### src/common/rsiu_pkg.sv
// Constants shared by the reset status and interrupt unit.
// Assumes a 32-bit APB register bus and a core that issues one-cycle op pulses.
package rsiu_pkg;

  // APB register byte offsets.
  localparam logic [7:0] RSIU_OFS_RSTAT = 8'h00;
  localparam logic [7:0] RSIU_OFS_ISTAT = 8'h04;
  localparam logic [7:0] RSIU_OFS_IMASK = 8'h08;
  localparam logic [7:0] RSIU_OFS_P6CFG = 8'h0C;
  localparam logic [7:0] RSIU_OFS_P6RD  = 8'h10;
  localparam logic [7:0] RSIU_OFS_TICK  = 8'h14;

  // Reset status register fields.
  localparam int RSIU_RSTAT_TIMEOUT = 0;
  localparam int RSIU_RSTAT_PWRDN   = 1;
  localparam int RSIU_RSTAT_SLEEP   = 2;
  localparam int RSIU_RSTAT_GIE     = 3;

  // Interrupt status and mask fields.
  localparam int RSIU_IRQ_W    = 3;
  localparam int RSIU_IRQ_TICK = 0;
  localparam int RSIU_IRQ_PCHG = 1;
  localparam int RSIU_IRQ_EXT  = 2;

  // Port 6 configuration fields.
  localparam int RSIU_P6_W      = 8;
  localparam int RSIU_P6CFG_EXT = 8;

  // Tick counter control and count fields.
  localparam int RSIU_TICK_EN = 0;
  localparam int RSIU_TICK_CNT = 8;

  // Reset values.
  localparam logic [RSIU_IRQ_W-1:0] RSIU_IRQ_RST  = 3'h0;
  localparam logic [RSIU_P6_W-1:0]  RSIU_DIR_RST  = 8'h00;
  localparam logic [31:0]           RSIU_ZERO32   = 32'h0000_0000;

  // Fetch vectors.
  localparam int RSIU_PC_W = 10;
  localparam logic [RSIU_PC_W-1:0] RSIU_VEC_IRQ  = 10'h008;
  localparam logic [RSIU_PC_W-1:0] RSIU_VEC_SOFT = 10'h001;

  // Core power state.
  typedef enum logic [1:0] {
    RSIU_RUN   = 2'b01,
    RSIU_SLEEP = 2'b10
  } rsiu_state_e;

endpackage

### src/verilog/rsiu_sync.sv
// Two-stage synchroniser for a bus of independent level inputs.
// Assumes each bit is an unrelated asynchronous level from a pin.
`timescale 1ns/1ps
module rsiu_sync #(
  parameter int WIDTH = 1
) (
  // Clock and reset.
  input  wire logic             core_clk,
  input  wire logic             sys_rst,
  // Asynchronous input and synchronised output.
  input  wire logic [WIDTH-1:0] asyncIn,
  output logic      [WIDTH-1:0] syncOut
);

  logic [WIDTH-1:0] stage1;

  generate
    if (WIDTH < 1) begin : g_badWidth
      $error("rsiu_sync: WIDTH must be at least 1");
    end
  endgenerate

  // Stage one feeds stage two and nothing else.
  always_ff @(posedge core_clk) begin
    if (sys_rst) begin
      stage1  <= '1;
      syncOut <= '1;
    end else begin
      stage1  <= asyncIn;
      syncOut <= stage1;
    end
  end

endmodule // rsiu_sync

### src/verilog/rsiu_tick_counter.sv
// Free-running tick counter with a prescaler enable and wrap pulse.
// Assumes the enable is a register bit on the same clock.
`timescale 1ns/1ps
module rsiu_tick_counter #(
  parameter int WIDTH    = 8,
  parameter int PRESCALE = 4
) (
  // Clock and reset.
  input  wire logic             core_clk,
  input  wire logic             sys_rst,
  // Control.
  input  wire logic             countEn,
  // State and wrap event.
  output logic      [WIDTH-1:0] count,
  output logic                  wrapPulse
);

  localparam int PRE_W = (PRESCALE > 1) ? $clog2(PRESCALE) : 1;
  localparam logic [PRE_W-1:0] PRE_LAST = PRE_W'(PRESCALE - 1);
  localparam logic [WIDTH-1:0] CNT_MAX  = '1;

  logic [PRE_W-1:0] preCnt;
  logic             stepEn;

  generate
    if (WIDTH < 1 || PRESCALE < 1) begin : g_badParam
      $error("rsiu_tick_counter: WIDTH and PRESCALE must be at least 1");
    end
  endgenerate

  // Prescaler gives a one-cycle step enable.
  assign stepEn = countEn && (preCnt == PRE_LAST);

  always_ff @(posedge core_clk) begin
    if (sys_rst || !countEn || stepEn) begin
      preCnt <= '0;
    end else begin
      preCnt <= preCnt + PRE_W'(1);
    end
  end

  // Wrap pulse stands in the cycle whose edge takes the counter to zero.
  assign wrapPulse = stepEn && (count == CNT_MAX);

  // Counter steps on the prescaler enable.
  always_ff @(posedge core_clk) begin
    if (sys_rst) begin
      count <= '0;
    end else if (stepEn) begin
      count <= count + WIDTH'(1);
    end
  end

endmodule // rsiu_tick_counter

### src/verilog/rsiu_top.sv
// Reset status flags and interrupt control for a small processor core.
// Assumes an APB master on core_clk, one-cycle op pulses from the core,
// a watchdog expiry pulse on core_clk, and asynchronous port pins.
//
// Operation
// Reset from power, reset pin, watchdog.
// Power-on sets timeout and power-down flags.
// Running reset-pin reset keeps both flags.
// Reset-pin wake: timeout set, power-down cleared.
// Running watchdog reset: timeout cleared, power-down kept.
// Watchdog wake clears both flags.
// Pin-change wake: timeout set, power-down cleared.
// Clear-op, sleep-op, expiry update flags.
// Three interrupt sources: tick, change, external.
// Change detector skips outputs, external pin.
// Software reads port before enabling change.
// Change wakes; vector only if enabled.
// Enabled interrupt fetches from 008H.
// Enable and disable ops drive global enable.
// Flags set regardless of mask, except change.
// Request equals status AND mask.
// Return op sets global enable.
// Software interrupt fetches from 001H.
// Software clears serviced flag before return.
// Tick flag sets in the wrap cycle.
`timescale 1ns/1ps
module rsiu_top
  import rsiu_pkg::*;
#(
  parameter int TICK_W        = 8,
  parameter int TICK_PRESCALE = 4
) (
  // Clock and reset; sys_rst is the power-on reset.
  input  wire logic                  core_clk,
  input  wire logic                  sys_rst,
  // APB slave.
  input  wire logic                  psel,
  input  wire logic                  penable,
  input  wire logic                  pwrite,
  input  wire logic [7:0]            paddr,
  input  wire logic [31:0]           pwdata,
  output logic      [31:0]           prdata,
  output logic                       pready,
  output logic                       pslverr,
  // Core op pulses.
  input  wire logic                  watchdogClearOp,
  input  wire logic                  sleepEntryOp,
  input  wire logic                  globalIrqEnableOp,
  input  wire logic                  globalIrqDisableOp,
  input  wire logic                  returnFromIrqOp,
  input  wire logic                  softIrqOp,
  // Watchdog and pins.
  input  wire logic                  watchdogExpire,
  input  wire logic                  resetPinN,
  input  wire logic [RSIU_P6_W-1:0]  port6Pin,
  // Core control.
  output logic                       coreReset,
  output logic                       coreWake,
  output logic                       fetchRedirect,
  output logic      [RSIU_PC_W-1:0]  fetchVector,
  output logic                       sleeping,
  output logic                       timeoutFlag,
  output logic                       powerDownFlag,
  output logic                       irqRequest
);

  generate
    if (TICK_W < 1 || TICK_W > 32 - RSIU_TICK_CNT) begin : g_badTick
      $error("rsiu_top: TICK_W must fit above the count field position");
    end
  endgenerate

  rsiu_state_e state_reg;
  rsiu_state_e state_next;

  logic [RSIU_IRQ_W-1:0] irq_status_reg;
  logic [RSIU_IRQ_W-1:0] irq_mask_reg;
  logic [RSIU_P6_W-1:0]  p6Dir_reg;
  logic                  extSel_reg;
  logic [RSIU_P6_W-1:0]  p6Ref_reg;
  logic                  tickEn_reg;
  logic                  gie_reg;
  logic                  rstPinPrev_reg;
  logic                  extPrev_reg;
  logic [RSIU_P6_W-1:0]  p6Sync;
  logic                  rstPinSync;
  logic [TICK_W-1:0]     tickCount;
  logic                  tickWrap;
  logic                  apbAccess;
  logic                  apbWrite;
  logic                  apbRead;
  logic [RSIU_P6_W-1:0]  watchMask;
  logic                  pinChange;
  logic                  extFall;
  logic                  pinResetEv;
  logic                  wdResetEv;
  logic                  hwResetEv;
  logic                  changeWake;
  logic [RSIU_IRQ_W-1:0] irqSet;
  logic [RSIU_IRQ_W-1:0] pending;
  logic                  irqTake;

  // Decode a register offset into a legal flag.
  function automatic logic isMapped(input logic [7:0] addr);
    case (addr)
      RSIU_OFS_RSTAT, RSIU_OFS_ISTAT, RSIU_OFS_IMASK,
      RSIU_OFS_P6CFG, RSIU_OFS_P6RD, RSIU_OFS_TICK: isMapped = 1'b1;
      default: isMapped = 1'b0;
    endcase
  endfunction

  // Pin synchronisers.
  rsiu_sync #(
    .WIDTH (RSIU_P6_W + 1)
  ) u_pinSync (
    .core_clk (core_clk),
    .sys_rst  (sys_rst),
    .asyncIn  ({resetPinN, port6Pin}),
    .syncOut  ({rstPinSync, p6Sync})
  );

  // Tick counter source.
  rsiu_tick_counter #(
    .WIDTH    (TICK_W),
    .PRESCALE (TICK_PRESCALE)
  ) u_tick (
    .core_clk  (core_clk),
    .sys_rst   (sys_rst),
    .countEn   (tickEn_reg),
    .count     (tickCount),
    .wrapPulse (tickWrap)
  );

  // APB access decode; a transfer completes when pready is seen high.
  assign apbAccess = psel && penable && !pready;
  assign apbWrite  = apbAccess && pwrite && isMapped(paddr);
  assign apbRead   = apbAccess && !pwrite;

  // Reset sources beyond power-on.
  // reset sources.
  assign pinResetEv = rstPinSync && !rstPinPrev_reg;
  assign wdResetEv  = watchdogExpire;
  assign hwResetEv  = pinResetEv || wdResetEv;

  // Change detection on watched input pins only.
  // excluded pins.
  assign watchMask = ~p6Dir_reg
                   & ~{{(RSIU_P6_W-1){1'b0}}, extSel_reg};
  assign pinChange = |((p6Sync ^ p6Ref_reg) & watchMask);

  // External interrupt fires on a falling edge of bit 0 when selected.
  assign extFall = extSel_reg && extPrev_reg && !p6Sync[0];

  // Wake from sleep by an enabled change source.
  // change wake.
  assign changeWake = (state_reg == RSIU_SLEEP) && pinChange
                    && irq_mask_reg[RSIU_IRQ_PCHG];

  // Interrupt events; the change flag needs its mask bit.
  // three sources.
  // mask-free setting.
  // tick wrap.
  always_comb begin
    irqSet                = '0;
    irqSet[RSIU_IRQ_TICK] = tickWrap;
    irqSet[RSIU_IRQ_PCHG] = pinChange && irq_mask_reg[RSIU_IRQ_PCHG];
    irqSet[RSIU_IRQ_EXT]  = extFall;
  end

  // Request presented to the core.
  // status AND mask.
  assign pending = irq_status_reg & irq_mask_reg;
  assign irqTake = gie_reg && (|pending) && (state_reg == RSIU_RUN);

  // Edge history registers.
  always_ff @(posedge core_clk) begin
    if (sys_rst) begin
      rstPinPrev_reg <= 1'b1;
      extPrev_reg    <= 1'b1;
    end else begin
      rstPinPrev_reg <= rstPinSync;
      extPrev_reg    <= p6Sync[0];
    end
  end

  // Power state machine.
  always_comb begin
    state_next = state_reg;
    case (state_reg)
      RSIU_RUN: begin
        if (sleepEntryOp && !hwResetEv) begin
          state_next = RSIU_SLEEP;
        end
      end
      RSIU_SLEEP: begin
        if (hwResetEv || changeWake) begin
          state_next = RSIU_RUN;
        end
      end
      default: state_next = RSIU_RUN;
    endcase
  end

  always_ff @(posedge core_clk) begin
    if (sys_rst) begin
      state_reg <= RSIU_RUN;
    end else begin
      state_reg <= state_next;
    end
  end

  // Timeout and power-down flags.
  always_ff @(posedge core_clk) begin
    if (sys_rst) begin
      // power-on values.
      timeoutFlag   <= 1'b1;
      powerDownFlag <= 1'b1;
    end else if (wdResetEv) begin
      // running watchdog reset.
      // watchdog wake.
      timeoutFlag <= 1'b0;
      if (state_reg == RSIU_SLEEP) begin
        powerDownFlag <= 1'b0;
      end
    end else if (pinResetEv) begin
      // running pin reset holds.
      // pin wake.
      if (state_reg == RSIU_SLEEP) begin
        timeoutFlag   <= 1'b1;
        powerDownFlag <= 1'b0;
      end
    end else if (changeWake) begin
      // change wake.
      timeoutFlag   <= 1'b1;
      powerDownFlag <= 1'b0;
    end else if (watchdogClearOp) begin
      // clear op.
      timeoutFlag   <= 1'b1;
      powerDownFlag <= 1'b1;
    end else if (sleepEntryOp && state_reg == RSIU_RUN) begin
      // sleep op.
      timeoutFlag   <= 1'b1;
      powerDownFlag <= 1'b0;
    end
  end

  // Global interrupt enable; taking an interrupt, or a vectored wake, clears it.
  always_ff @(posedge core_clk) begin
    if (sys_rst || hwResetEv) begin
      gie_reg <= 1'b0;
    end else if (globalIrqDisableOp || irqTake || changeWake) begin
      // disable op.
      gie_reg <= 1'b0;
    end else if (globalIrqEnableOp || returnFromIrqOp) begin
      // enable op.
      // return op.
      gie_reg <= 1'b1;
    end
  end

  // Interrupt status; a hardware set wins over a software clear.
  always_ff @(posedge core_clk) begin
    if (sys_rst || hwResetEv) begin
      irq_status_reg <= RSIU_IRQ_RST;
    end else if (apbWrite && paddr == RSIU_OFS_ISTAT) begin
      irq_status_reg <= pwdata[RSIU_IRQ_W-1:0] | irqSet;
    end else begin
      irq_status_reg <= irq_status_reg | irqSet;
    end
  end

  // Interrupt mask.
  always_ff @(posedge core_clk) begin
    if (sys_rst || hwResetEv) begin
      irq_mask_reg <= RSIU_IRQ_RST;
    end else if (apbWrite && paddr == RSIU_OFS_IMASK) begin
      irq_mask_reg <= pwdata[RSIU_IRQ_W-1:0];
    end
  end

  // Port 6 direction, external select and tick enable.
  always_ff @(posedge core_clk) begin
    if (sys_rst || hwResetEv) begin
      p6Dir_reg  <= RSIU_DIR_RST;
      extSel_reg <= 1'b0;
      tickEn_reg <= 1'b0;
    end else if (apbWrite && paddr == RSIU_OFS_P6CFG) begin
      p6Dir_reg  <= pwdata[RSIU_P6_W-1:0];
      extSel_reg <= pwdata[RSIU_P6CFG_EXT];
    end else if (apbWrite && paddr == RSIU_OFS_TICK) begin
      tickEn_reg <= pwdata[RSIU_TICK_EN];
    end
  end

  // Change reference is captured when software reads the port.
  // read arms detector.
  always_ff @(posedge core_clk) begin
    if (sys_rst) begin
      p6Ref_reg <= '0;
    end else if (apbRead && paddr == RSIU_OFS_P6RD) begin
      p6Ref_reg <= p6Sync;
    end
  end

  // Core control outputs.
  always_ff @(posedge core_clk) begin
    if (sys_rst) begin
      coreReset     <= 1'b1;
      coreWake      <= 1'b0;
      fetchRedirect <= 1'b0;
      fetchVector   <= RSIU_VEC_IRQ;
      irqRequest    <= 1'b0;
    end else begin
      // core reset pulse.
      coreReset     <= hwResetEv;
      coreWake      <= changeWake;
      irqRequest    <= |pending;
      fetchRedirect <= 1'b0;
      if (changeWake && gie_reg) begin
        // wake vectors when enabled.
        fetchRedirect <= 1'b1;
        fetchVector   <= RSIU_VEC_IRQ;
      end else if (irqTake && !hwResetEv) begin
        // interrupt vector.
        fetchRedirect <= 1'b1;
        fetchVector   <= RSIU_VEC_IRQ;
      end else if (softIrqOp && state_reg == RSIU_RUN && !hwResetEv) begin
        // software vector.
        fetchRedirect <= 1'b1;
        fetchVector   <= RSIU_VEC_SOFT;
      end
    end
  end

  // Sleep state shown to the core.
  always_ff @(posedge core_clk) begin
    if (sys_rst) begin
      sleeping <= 1'b0;
    end else begin
      sleeping <= (state_next == RSIU_SLEEP);
    end
  end

  // APB answer: one wait state, registered data and error.
  always_ff @(posedge core_clk) begin
    if (sys_rst) begin
      pready  <= 1'b0;
      pslverr <= 1'b0;
      prdata  <= RSIU_ZERO32;
    end else begin
      pready  <= apbAccess;
      pslverr <= apbAccess && !isMapped(paddr);
      prdata  <= RSIU_ZERO32;
      if (apbRead) begin
        case (paddr)
          RSIU_OFS_RSTAT: begin
            prdata[RSIU_RSTAT_TIMEOUT] <= timeoutFlag;
            prdata[RSIU_RSTAT_PWRDN]   <= powerDownFlag;
            prdata[RSIU_RSTAT_SLEEP]   <= (state_reg == RSIU_SLEEP);
            prdata[RSIU_RSTAT_GIE]     <= gie_reg;
          end
          RSIU_OFS_ISTAT: prdata[RSIU_IRQ_W-1:0] <= irq_status_reg;
          RSIU_OFS_IMASK: prdata[RSIU_IRQ_W-1:0] <= irq_mask_reg;
          RSIU_OFS_P6CFG: begin
            prdata[RSIU_P6_W-1:0]   <= p6Dir_reg;
            prdata[RSIU_P6CFG_EXT]  <= extSel_reg;
          end
          RSIU_OFS_P6RD:  prdata[RSIU_P6_W-1:0] <= p6Sync;
          RSIU_OFS_TICK: begin
            prdata[RSIU_TICK_EN]    <= tickEn_reg;
            prdata[RSIU_TICK_CNT +: TICK_W] <= tickCount;
          end
          default: prdata <= RSIU_ZERO32;
        endcase
      end
    end
  end

endmodule // rsiu_top

### config.mk
export PLATFORM = sky130hd
export DESIGN_NAME = rsiu_top
export DESIGN_NICKNAME = d
export VERILOG_FILES = /design/src/common/rsiu_pkg.sv /design/src/verilog/rsiu_sync.sv /design/src/verilog/rsiu_tick_counter.sv /design/src/verilog/rsiu_top.sv
export SDC_FILE = /design/constraint.sdc
export NUM_CORES = 1
export LEC_CHECK = 0
export ABC_AREA = 0
export BUFFER_PORTS_ARGS = -buffer_cell sky130_fd_sc_hd__clkbuf_2
export CAP_MARGIN = 20
export CORE_MARGIN = 2
export CORE_UTILIZATION = 54
export CTS_CLUSTER_DIAMETER = 100
export DETAILED_ROUTE_END_ITERATION = 10
export PLACE_DENSITY_LB_ADDON = 0.3
export RECOVER_POWER = 50
export REMOVE_ABC_BUFFERS = 1
export SLEW_MARGIN = 10
export SYNTH_ARGS = -nofsm -noshare
export SYNTH_HDL_FRONTEND = slang
export SYNTH_SLANG_ARGS = --single-unit
### constraint.sdc
create_clock -name core_clk -period 4.5 [get_ports core_clk]
set_input_delay 0.225 -clock core_clk [delete_from_list [all_inputs] [get_ports core_clk]]
set_output_delay 0.225 -clock core_clk [all_outputs]
set_load 0.01 [all_outputs]
==> metrics.cfg, run 1 <==
[detailed_routing]
wire_per_inst_um=13.1
drt-pass1-iter-count=4
ant_nets=0
drcViolationCount=0
drt_iter0_drc=151
vias=2560
viasPerCell=5.14
routed_wl_mm=6.51

[finish]
reg.largest.list=prdata: 16 flops, u_pinSync.stage1: 9 flops, u_pinSync.syncOut: 9 flops
final_nets=481
fin_area_um2=3860
largest_register_ffs=16
diodes=0
final_cells=498
n_fill_cell=580
fin_util_pct=61.5
final_layout_size_suffix_gt1_share_pct=18.5
top_register=prdata
syn_to_final_growth_pct=11.2

[grt]
overflow=0
first_global_vias=2234
track_usage_pct=18.7
grt_first_pass_wirelength_mm=10.4
grt_max_degree=41
grt_antenna_before_repair=0

[floorplan]
rows=29
die_area_um2=7080
die_h_um=84.1
io_pins=112
die_w_um=84.1
coreArea_um2=6280
initial_core_util_pct=55.3

[sta]
rsz0062_at_grt=no
finalHoldViolations=0
period_needed_ps=2480
finalClockSkew_ps=10.3
finalCritPeriodShare_pct=55.1
setup_viol=0
tightest_slew_ps=1520
relSlewSlack_pct=-1.38
max_freq_ghz=0.403
setup_tns_ps=0
slew_violations=41

[placement]
dp_cells=482
hpwlAfterDp_mm=4.74
placed_area_um2=3720
gp_congestion=0.878
portBuffers=64

[synth]
syn_area_um2=3470
synth_cell_types=51
synthArstFlopShare_pct=0
synth.avg_cell_area_um2=9.69
yosysSeqAreaShare_pct=48.5
synth-edff-count=0
synth_seq_cells=84
ys_warn_count=0
synth_cells=358
synthFlopType=dfxtp_1

[clock_tree]
clkLatencyLatePin_ps=350
cts_max_path_buffers=2
cts_setup_buffers=0
cts.sinks=84
clkTransAtPathRegs_ps=80
ctsHoldBuffers=0
htreeDepth=3
cts_resized=0
cts_root_buffer=clkbuf_8
cts_inserted_buffers=9
cts_tree=yes

[run]
drv_cap=1

[worst_setup_path]
worstPathMaxFanout=40
start_kind=input port
critPathKind=input port to register
worst_setup_path_end_kind=register
worstPathRequired_ps=4750
arrival_ps=2730

[worst_hold_path]
min_path_type=input port to register

[pwr]
powerDensity_nw_per_um2=369
ir_drop_mv=0.264
power.total_w=0.00142
p_leak_nw=1.57

[status]
violations=capacitance limit, slew limit
status=complete, but fails checks

==> metal layers <==
layer  vias up  global-route usage [%]  wire [um]  part of all wire, %
met5         -                       0          0                    0
met4         0                    10.6        145                  2.2
met3        15                    3.83        397                  6.1
met2        86                    28.0       2880                   44
met1      1177                    25.1       3100                   48
li1       1282                       -          -                    -
==> Yosys cell counts (3+ instances only) <==
cell | count | area share [%]
xor2_1 | 6 | 1.5
xnor2_1 | 9 | 2.3
nand4_1 | 3 | 0.54
a22oi_1 | 5 | 1.1
buf_4 | 26 | 5.6
nand2b_1 | 5 | 0.90
a21oi_1 | 11 | 1.6
nand3_1 | 8 | 1.2
dfxtp_1 | 84 | 48
buf_2 | 4 | 0.58
clkbuf_1 | 10 | 1.1
nand3b_1 | 3 | 0.65
ha_1 | 4 | 1.4
o21ai_0 | 5 | 0.72
nor2_1 | 51 | 5.5
inv_1 | 6 | 0.65
nand2_1 | 13 | 1.4
or2_2 | 21 | 3.8
and2_1 | 10 | 1.8
nor3_1 | 3 | 0.43
o22ai_1 | 3 | 0.54
a31oi_1 | 4 | 0.72
nor2b_1 | 4 | 0.72
mux2i_1 | 27 | 7.8
==> area by class of cell <==
class / count / area, um^2 / share of cell area, %
clock buffers: 13 / 169 / 4.38
clock inverters: 3 / 20.0 / 0.519
inverters: 6 / 22.5 / 0.584
multi-input cells: 250 / 1580 / 40.9
flip-flops and latches: 84 / 1680 / 43.6
well taps: 77 / 96.3 / 2.50
repair buffers: 65 / 289 / 7.49
==> power by group <==
part           leakage (nW)  switching (W)  internal (W)
Combinational         0.799      0.0000837     0.0000609
Sequential            0.683      0.0000133      0.000765
Clock                0.0917       0.000255      0.000245
Total                  1.57       0.000352       0.00107
==> path summary, 6_finish.rpt <==
| kind | start | endpoint | slack [ps] | depth (start not counted) |
|---|---|---|---|---|
| max | sys_rst | gie_reg | 2020 | 5 |
| min | port6Pin[3] | u_pinSync.stage1[3] | 40 | 2 |
| max reg2reg | pready | p6Dir_reg[6] | 2510 | 4 |
| min reg2reg | u_pinSync.stage1[0] | u_pinSync.syncOut[0] | 410 | 1 |
==> logic make-up (layout without fill, tap and decap cells) <==
| group | count (synthesis) | after routing | synth area share (%) |
|---|---|---|---|
| AO/OA/AOI/OAI | 41 | 41 | 8.44 |
| XOR/XNOR | 15 | 15 | 3.79 |
| adder cells (fa/ha/maj) | 4 | 4 | 1.44 |
| buffers and inverters | 47 | 87 | 8.04 |
| flip-flops | 84 | 84 | 48.5 |
| multiplexers | 29 | 29 | 8.77 |
| other | 1 | 24 | 0.108 |
| AND/OR/NAND/NOR | 137 | 137 | 20.9 |
==> critical path: stages <==
cell      delay [ps]
clkbuf_1         320
clkbuf_1        1150
nand2b_1         730
nor4_1           100
and2_1           180
==> cells in the final DEF (no fill, tap or decap), types with 4 or more instances in the layout <==
cell type   n
a22oi_1     5
a21oi_1    11
nand2_1    13
nor2_1     51
or2_2      21
ha_1        4
nand2b_1    5
dfxtp_1    84
clkbuf_2   36
xnor2_1     9
clkbuf_8   12
mux2i_1    27
nand3_1     8
nor2b_1     4
xor2_1      6
and2_1     10
a31oi_1     4
conb_1     24
inv_1       6
o21ai_0     5
clkbuf_1   30
==> per-stage QoR <==
stage	worst slack [ps]	hold WS, ps
5_1_grt	1730	41.7
3_3_place_gp	2020	392
4_1_cts	2350	34.4
3_5_place_dp	1960	392
2_1_floorplan	2520	294
6_report	2020	44.9
No activity file was read; power rests on OpenSTA's default activity.
==> run 2, diff against run 1 <==
--- a/config.mk
+++ b/config.mk
@@ -5,11 +5,11 @@
 export SDC_FILE = /design/constraint.sdc
 export NUM_CORES = 1
 export LEC_CHECK = 0
-export ABC_AREA = 0
+export ABC_AREA = 1
 export BUFFER_PORTS_ARGS = -buffer_cell sky130_fd_sc_hd__clkbuf_2
 export CAP_MARGIN = 20
 export CORE_MARGIN = 2
-export CORE_UTILIZATION = 54
+export CORE_UTILIZATION = 46
 export CTS_CLUSTER_DIAMETER = 100
 export DETAILED_ROUTE_END_ITERATION = 10
 export PLACE_DENSITY_LB_ADDON = 0.3
==> constraint.sdc (replaced) <==
create_clock -name core_clk -period 2.14 [get_ports core_clk]
set_input_delay 0.107 -clock core_clk [delete_from_list [all_inputs] [get_ports core_clk]]
set_output_delay 0.107 -clock core_clk [all_outputs]
set_load 0.01 [all_outputs]
==> metrics.cfg, run 2 <==
[detailed_routing]
ant_nets=0
viasPerCell=4.79
drcViolationCount=0
vias=3049
wire_per_inst_um=12.0
routed_wl_mm=7.63
drt-pass1-iter-count=4
drt_iter0_drc=123

[clock_tree]
cts_resized=0
cts_tree=yes
htreeDepth=3
clkLatencyLatePin_ps=350
clkTransAtPathRegs_ps=90
cts_inserted_buffers=9
ctsHoldBuffers=9
cts_max_path_buffers=2
cts_root_buffer=clkbuf_8
cts.sinks=84
cts_setup_buffers=0

[sta]
setup_viol=0
relSlewSlack_pct=58.2
setup_slack_ps=540
finalClockSkew_ps=8.43
rsz0062_at_grt=no
finalHoldViolations=0
max_freq_ghz=0.625
tightest_slew_ps=624
finalCritPeriodShare_pct=74.8
period_needed_ps=1600
setup_tns_ps=0
slew_violations=0

[grt]
first_global_vias=2832
overflow=0
grt_antenna_before_repair=0
track_usage_pct=18.7
grt_max_degree=21
grt_first_pass_wirelength_mm=12.5

[pwr]
power.net_switching_w=0.000784
pwr-share-seq_pct=47.9
powerDensity_nw_per_um2=803
swShare_pct=23.0
ir_drop_mv=0.509
p_int_w=0.00263
pwr-share-comb_pct=9.2
pwr-share-clk_pct=42.9
p_leak_nw=1.84

[worst_setup_path]
worstRegToRegCells=10
worst_setup_path_end_kind=register
reg2reg_to=u_tick.count[7]
critPathKind=register to register
worstPathRequired_ps=2410
arrival_ps=1870
start_kind=register
r2r-start=u_tick.preCnt[0]
worstPathMaxFanout=4
rrSetupSlack_ps=540

[synth]
synthFlopType=dfxtp_1
yosysSeqAreaShare_pct=46.8
synthTopCellsByCount=84 x dfxtp_1, 71 x nand2_1, 68 x inv_1
ys_warn_count=0
synth_xor_area_share_pct=0
synth_compound_area_share_pct=10.7
syn_area_um2=3590
synth_area_leaders=dfxtp_1 47%, nand2_1 7.4%, inv_1 7.1%, buf_4 5.0%, nand3_1 4.6%
yosys.area.top_type=dfxtp_1
synthMuxAreaShare_pct=0
synth-adder-area-share_pct=1.39
synth.avg_cell_area_um2=7.96
synthSimpleGateAreaFrac_pct=27.5
synth.most_common_cell=dfxtp_1
synthArstFlopShare_pct=0
yosysTopAreaCellShare_pct=46.8
synth_cells=451
synth-edff-count=0
synth_seq_cells=84
synth_cell_types=36
synth_top_family_by_area=simple AND/OR/NAND/NOR gates

[finish]
diodes=0
fin_area_um2=4250
final_cells=637
most-common-layout-cells=84 x dfxtp_1, 72 x nand2_1, 68 x inv_1
top_register=prdata
syn_to_final_growth_pct=18.3
largest_register_ffs=16
reg.largest.list=prdata: 16 flops, u_pinSync.stage1: 9 flops, u_pinSync.syncOut: 9 flops
final_common_cell=dfxtp_1
fin_util_pct=55.5
final_nets=595
final_layout_size_suffix_gt1_share_pct=18.3

[worst_hold_path]
holdPathStages=4
hold-path-endpoint=gie_reg
hp-start=globalIrqDisableOp
min_path_type=input port to register

[placement]
place_ws_ps=462
portBuffers=64
hpwlAfterDp_mm=5.61
placed_area_um2=3930
dp_cells=612
gp_congestion=0.844

[floorplan]
die_area_um2=8530
rows=32
die_h_um=92.4
io_pins=112
coreArea_um2=7650
initial_core_util_pct=47.0
die_w_um=92.4

[status]
status=finished, final reports clean

[run]
drv_cap=0

==> run 2: worst max-delay path, cell delays in order (launching register included) <==
cell and delay [ps]:
dfxtp_1 340, ha_1 150, nand2_1 100, inv_1 120, nand2_1 90, nor3_2 140, nand2_1 90, inv_1 70
nand3_1 100, o21ai_0 140, nor3b_1 180
==> run 2: cells by family (layout without fill, tap and decap cells) <==
group	after synthesis	count (layout)
other	1	24
AO/OA/AOI/OAI	63	63
buffers and inverters	101	162
adder cells (fa/ha/maj)	4	4
AND/OR/NAND/NOR	198	198
flip-flops	84	84
==> run 2: metrics by stage <==
step,power (W),hold slack [ps]
6_report,0.00341,21.6
5_1_grt,0.00354,28.2
4_1_cts,0.00344,17.3
3_5_place_dp,0.00198,291
3_3_place_gp,0.00196,289
2_1_floorplan,0.00186,176
==> run 2: cell type report <==
| class | count | area [um^2] |
|---|---|---|
| Clock buffer | 10 | 128 |
| Clock inverter | 6 | 136 |
| Fill cell | 734 | 3400 |
| Inverter | 69 | 259 |
| Multi-Input combinational cell | 289 | 1510 |
| Sequential cell | 84 | 1680 |
| Tap cell | 102 | 128 |
| Timing Repair Buffer | 77 | 407 |
==> run 2: power groups by stage <==
stage / clock [W] / combinational (W) / sequential [W]
after CTS: 0.00149 / 0.000319 / 0.00163
after global routing: 0.00155 / 0.000356 / 0.00164
after global placement: 0 / 0.000290 / 0.00167
after floorplan: 0 / 0.000185 / 0.00167
after detailed placement: 0 / 0.000306 / 0.00167
final: 0.00146 / 0.000313 / 0.00163
==> run 2: worst max-delay path by stage <==
stage | startpoint | endpoint | cells past startpoint | slack [ps]
final | u_tick.preCnt[0] | u_tick.count[7] | 10 | 540
after global routing | u_tick.preCnt[0] | u_tick.count[7] | 10 | 260
after CTS | u_tick.preCnt[0] | u_tick.count[7] | 10 | 530
after detailed placement | paddr[5] | p6Dir_reg[5] | 9 | 460
after global placement | paddr[5] | p6Dir_reg[3] | 9 | 550
after floorplan | u_tick.preCnt[0] | u_tick.count[7] | 10 | 750
==> run 2: metal layers <==
metal	routed length, um	track usage, %
met1	3310	22.4
met5	0	0
met3	535	5.53
met2	3600	31.3
met4	180	7.59
==> run 3, diff against run 2 <==
--- a/config.mk
+++ b/config.mk
@@ -9,7 +9,7 @@
 export BUFFER_PORTS_ARGS = -buffer_cell sky130_fd_sc_hd__clkbuf_2
 export CAP_MARGIN = 20
 export CORE_MARGIN = 2
-export CORE_UTILIZATION = 46
+export CORE_UTILIZATION = 51
 export CTS_CLUSTER_DIAMETER = 100
 export DETAILED_ROUTE_END_ITERATION = 10
 export PLACE_DENSITY_LB_ADDON = 0.3
==> constraint.sdc (replaced) <==
create_clock -name core_clk -period 1.5 [get_ports core_clk]
set_input_delay 0.075 -clock core_clk [delete_from_list [all_inputs] [get_ports core_clk]]
set_output_delay 0.075 -clock core_clk [all_outputs]
set_load 0.01 [all_outputs]
==> metrics.cfg, run 3 (same netlist as run 2, synthesis figures left out) <==
[worst_hold_path]
holdPathStages=3
min_path_type=input port to register
hp-start=pwdata[8]

[sta]
finalCritPeriodShare_pct=94.0
setup_viol=0
setup_tns_ps=0
finalClockSkew_ps=7.84
rsz0062_at_grt=yes
max_freq_ghz=0.709
finalHoldViolations=0
slew_violations=0
period_needed_ps=1410

[status]
status=finished, final reports clean

[finish]
largest_register_ffs=16
top_register=prdata
multiInputGateArea_um2=1560
final_layout_size_suffix_gt1_share_pct=28.1
n_fill_cell=558
reg.largest.list=prdata: 16 flops, u_pinSync.stage1: 9 flops, u_pinSync.syncOut: 9 flops
most-common-layout-cells=82 x dfxtp_1, 69 x nand2_1, 66 x inv_1
regArea_um2=1680
final_common_cell=dfxtp_1
final_nets=619
diodes=0
syn_to_final_growth_pct=26.9
final_cells=655

[run]
drv_cap=0

[floorplan]
die_h_um=87.9
rows=30
die_area_um2=7730
io_pins=112
die_w_um=87.9
coreArea_um2=6790
initial_core_util_pct=52.9

[grt]
grt_first_pass_wirelength_mm=12.6
overflow=0
grt_max_degree=25
track_usage_pct=21.0
first_global_vias=2857
grt_antenna_before_repair=0

[placement]
dp_cells=617
portBuffers=64
gp_congestion=0.887
hpwlAfterDp_mm=5.43

[detailed_routing]
ant_nets=0
wire_per_inst_um=12.0
drcViolationCount=0
vias=3165
drt-pass1-iter-count=5
drt_iter0_drc=195
routed_wl_mm=7.86
viasPerCell=4.83

[worst_setup_path]
worstPathMaxFanout=4
worstRegToRegCells=10
worst_setup_path_end_kind=register
crit_path_start=u_tick.preCnt[0]
start_kind=register
worstPathRequired_ps=1780
r2r-start=u_tick.preCnt[0]
critPathKind=register to register
arrival_ps=1690

[pwr]
pwr-share-clk_pct=44.5
pwr-share-comb_pct=9.4
power.net_switching_w=0.00112
ir_drop_mv=0.636
p_int_w=0.00394
pwr-share-seq_pct=46.1
powerDensity_nw_per_um2=1110
swShare_pct=22.1
p_leak_nw=2.07

[clock_tree]
cts_root_buffer=clkbuf_8
cts.sinks=84
clkTransAtPathRegs_ps=80
clkLatencyLatePin_ps=350
htreeDepth=3
cts_tree=yes
cts_max_path_buffers=2
cts_inserted_buffers=9

==> run 3: layout make-up <==
type / count / area share [%]
Clock buffer: 10 / 2.80
Clock inverter: 6 / 3.49
Inverter: 69 / 5.74
Tap cell: 96 / 2.63
Sequential cell: 84 / 36.9
Timing Repair Buffer: 101 / 14.1
Multi-Input combinational cell: 289 / 34.3
==> run 3: metrics by stage <==
step / setup WS, ps / power [W] / util (%) / area, um^2 / hold WS [ps]
floorplan: 111 / 0.00265 / - / 3450 / 144
global placement: 33.7 / 0.00280 / 59.1 / 4020 / 256
detailed placement: -70.2 / 0.00281 / 59.1 / 4020 / 260
CTS: 0.593 / 0.00507 / 65.7 / 4460 / 13.6
global route: -37.4 / 0.00524 / 67.1 / 4560 / 35.0
finish: 90.0 / 0.00506 / 67.1 / 4560 / 11.7
==> run 3: final timing paths <==
kind,endpoint,slack (ps)
worst min-delay path,extSel_reg,10
worst max register to register,u_tick.count[7],90
worst max-delay path,u_tick.count[7],90
worst min register to register,u_pinSync.syncOut[8],410
==> run 3: what timing repair did <==
item | in CTS | in global routing
setup endpoints to repair | 1 | 19
hold endpoints to repair | 13 | 0
gates resized for setup | 9 | 12
setup buffers | 1 | 8
cloned | 0 | 0
hold buffers | 13 | 0
pin swaps | 2 | 6
==> run 3: per-layer routing <==
metal | vias to the layer above | wire, um | global-route usage (%) | share of wire (%)
met2 | 98 | 3840 | 35.6 | 49
li1 | 1606 | - | - | -
met5 | - | 0 | 0 | 0
met4 | 0 | 108 | 6.57 | 1.4
met3 | 13 | 482 | 5.28 | 6.1
met1 | 1448 | 3430 | 26.2 | 44
==> run 3: power by group through the flow <==
stage               registers, W  clock network [W]  logic [W]
finish                   0.00233            0.00225   0.000478
global route             0.00234            0.00236   0.000536
CTS                      0.00233            0.00228   0.000463
detailed placement       0.00238                  0   0.000433
global placement         0.00238                  0   0.000421
floorplan                0.00239                  0   0.000264
==> run 3: critical path, cell delays in order (launching register included) <==
cell	delay, ps
dfxtp_2	360
ha_4	140
nand2_4	60
inv_4	70
nand2_2	50
nor3_2	130
nand2_1	100
inv_2	90
nand3_4	80
o21ai_1	120
nor3b_2	150
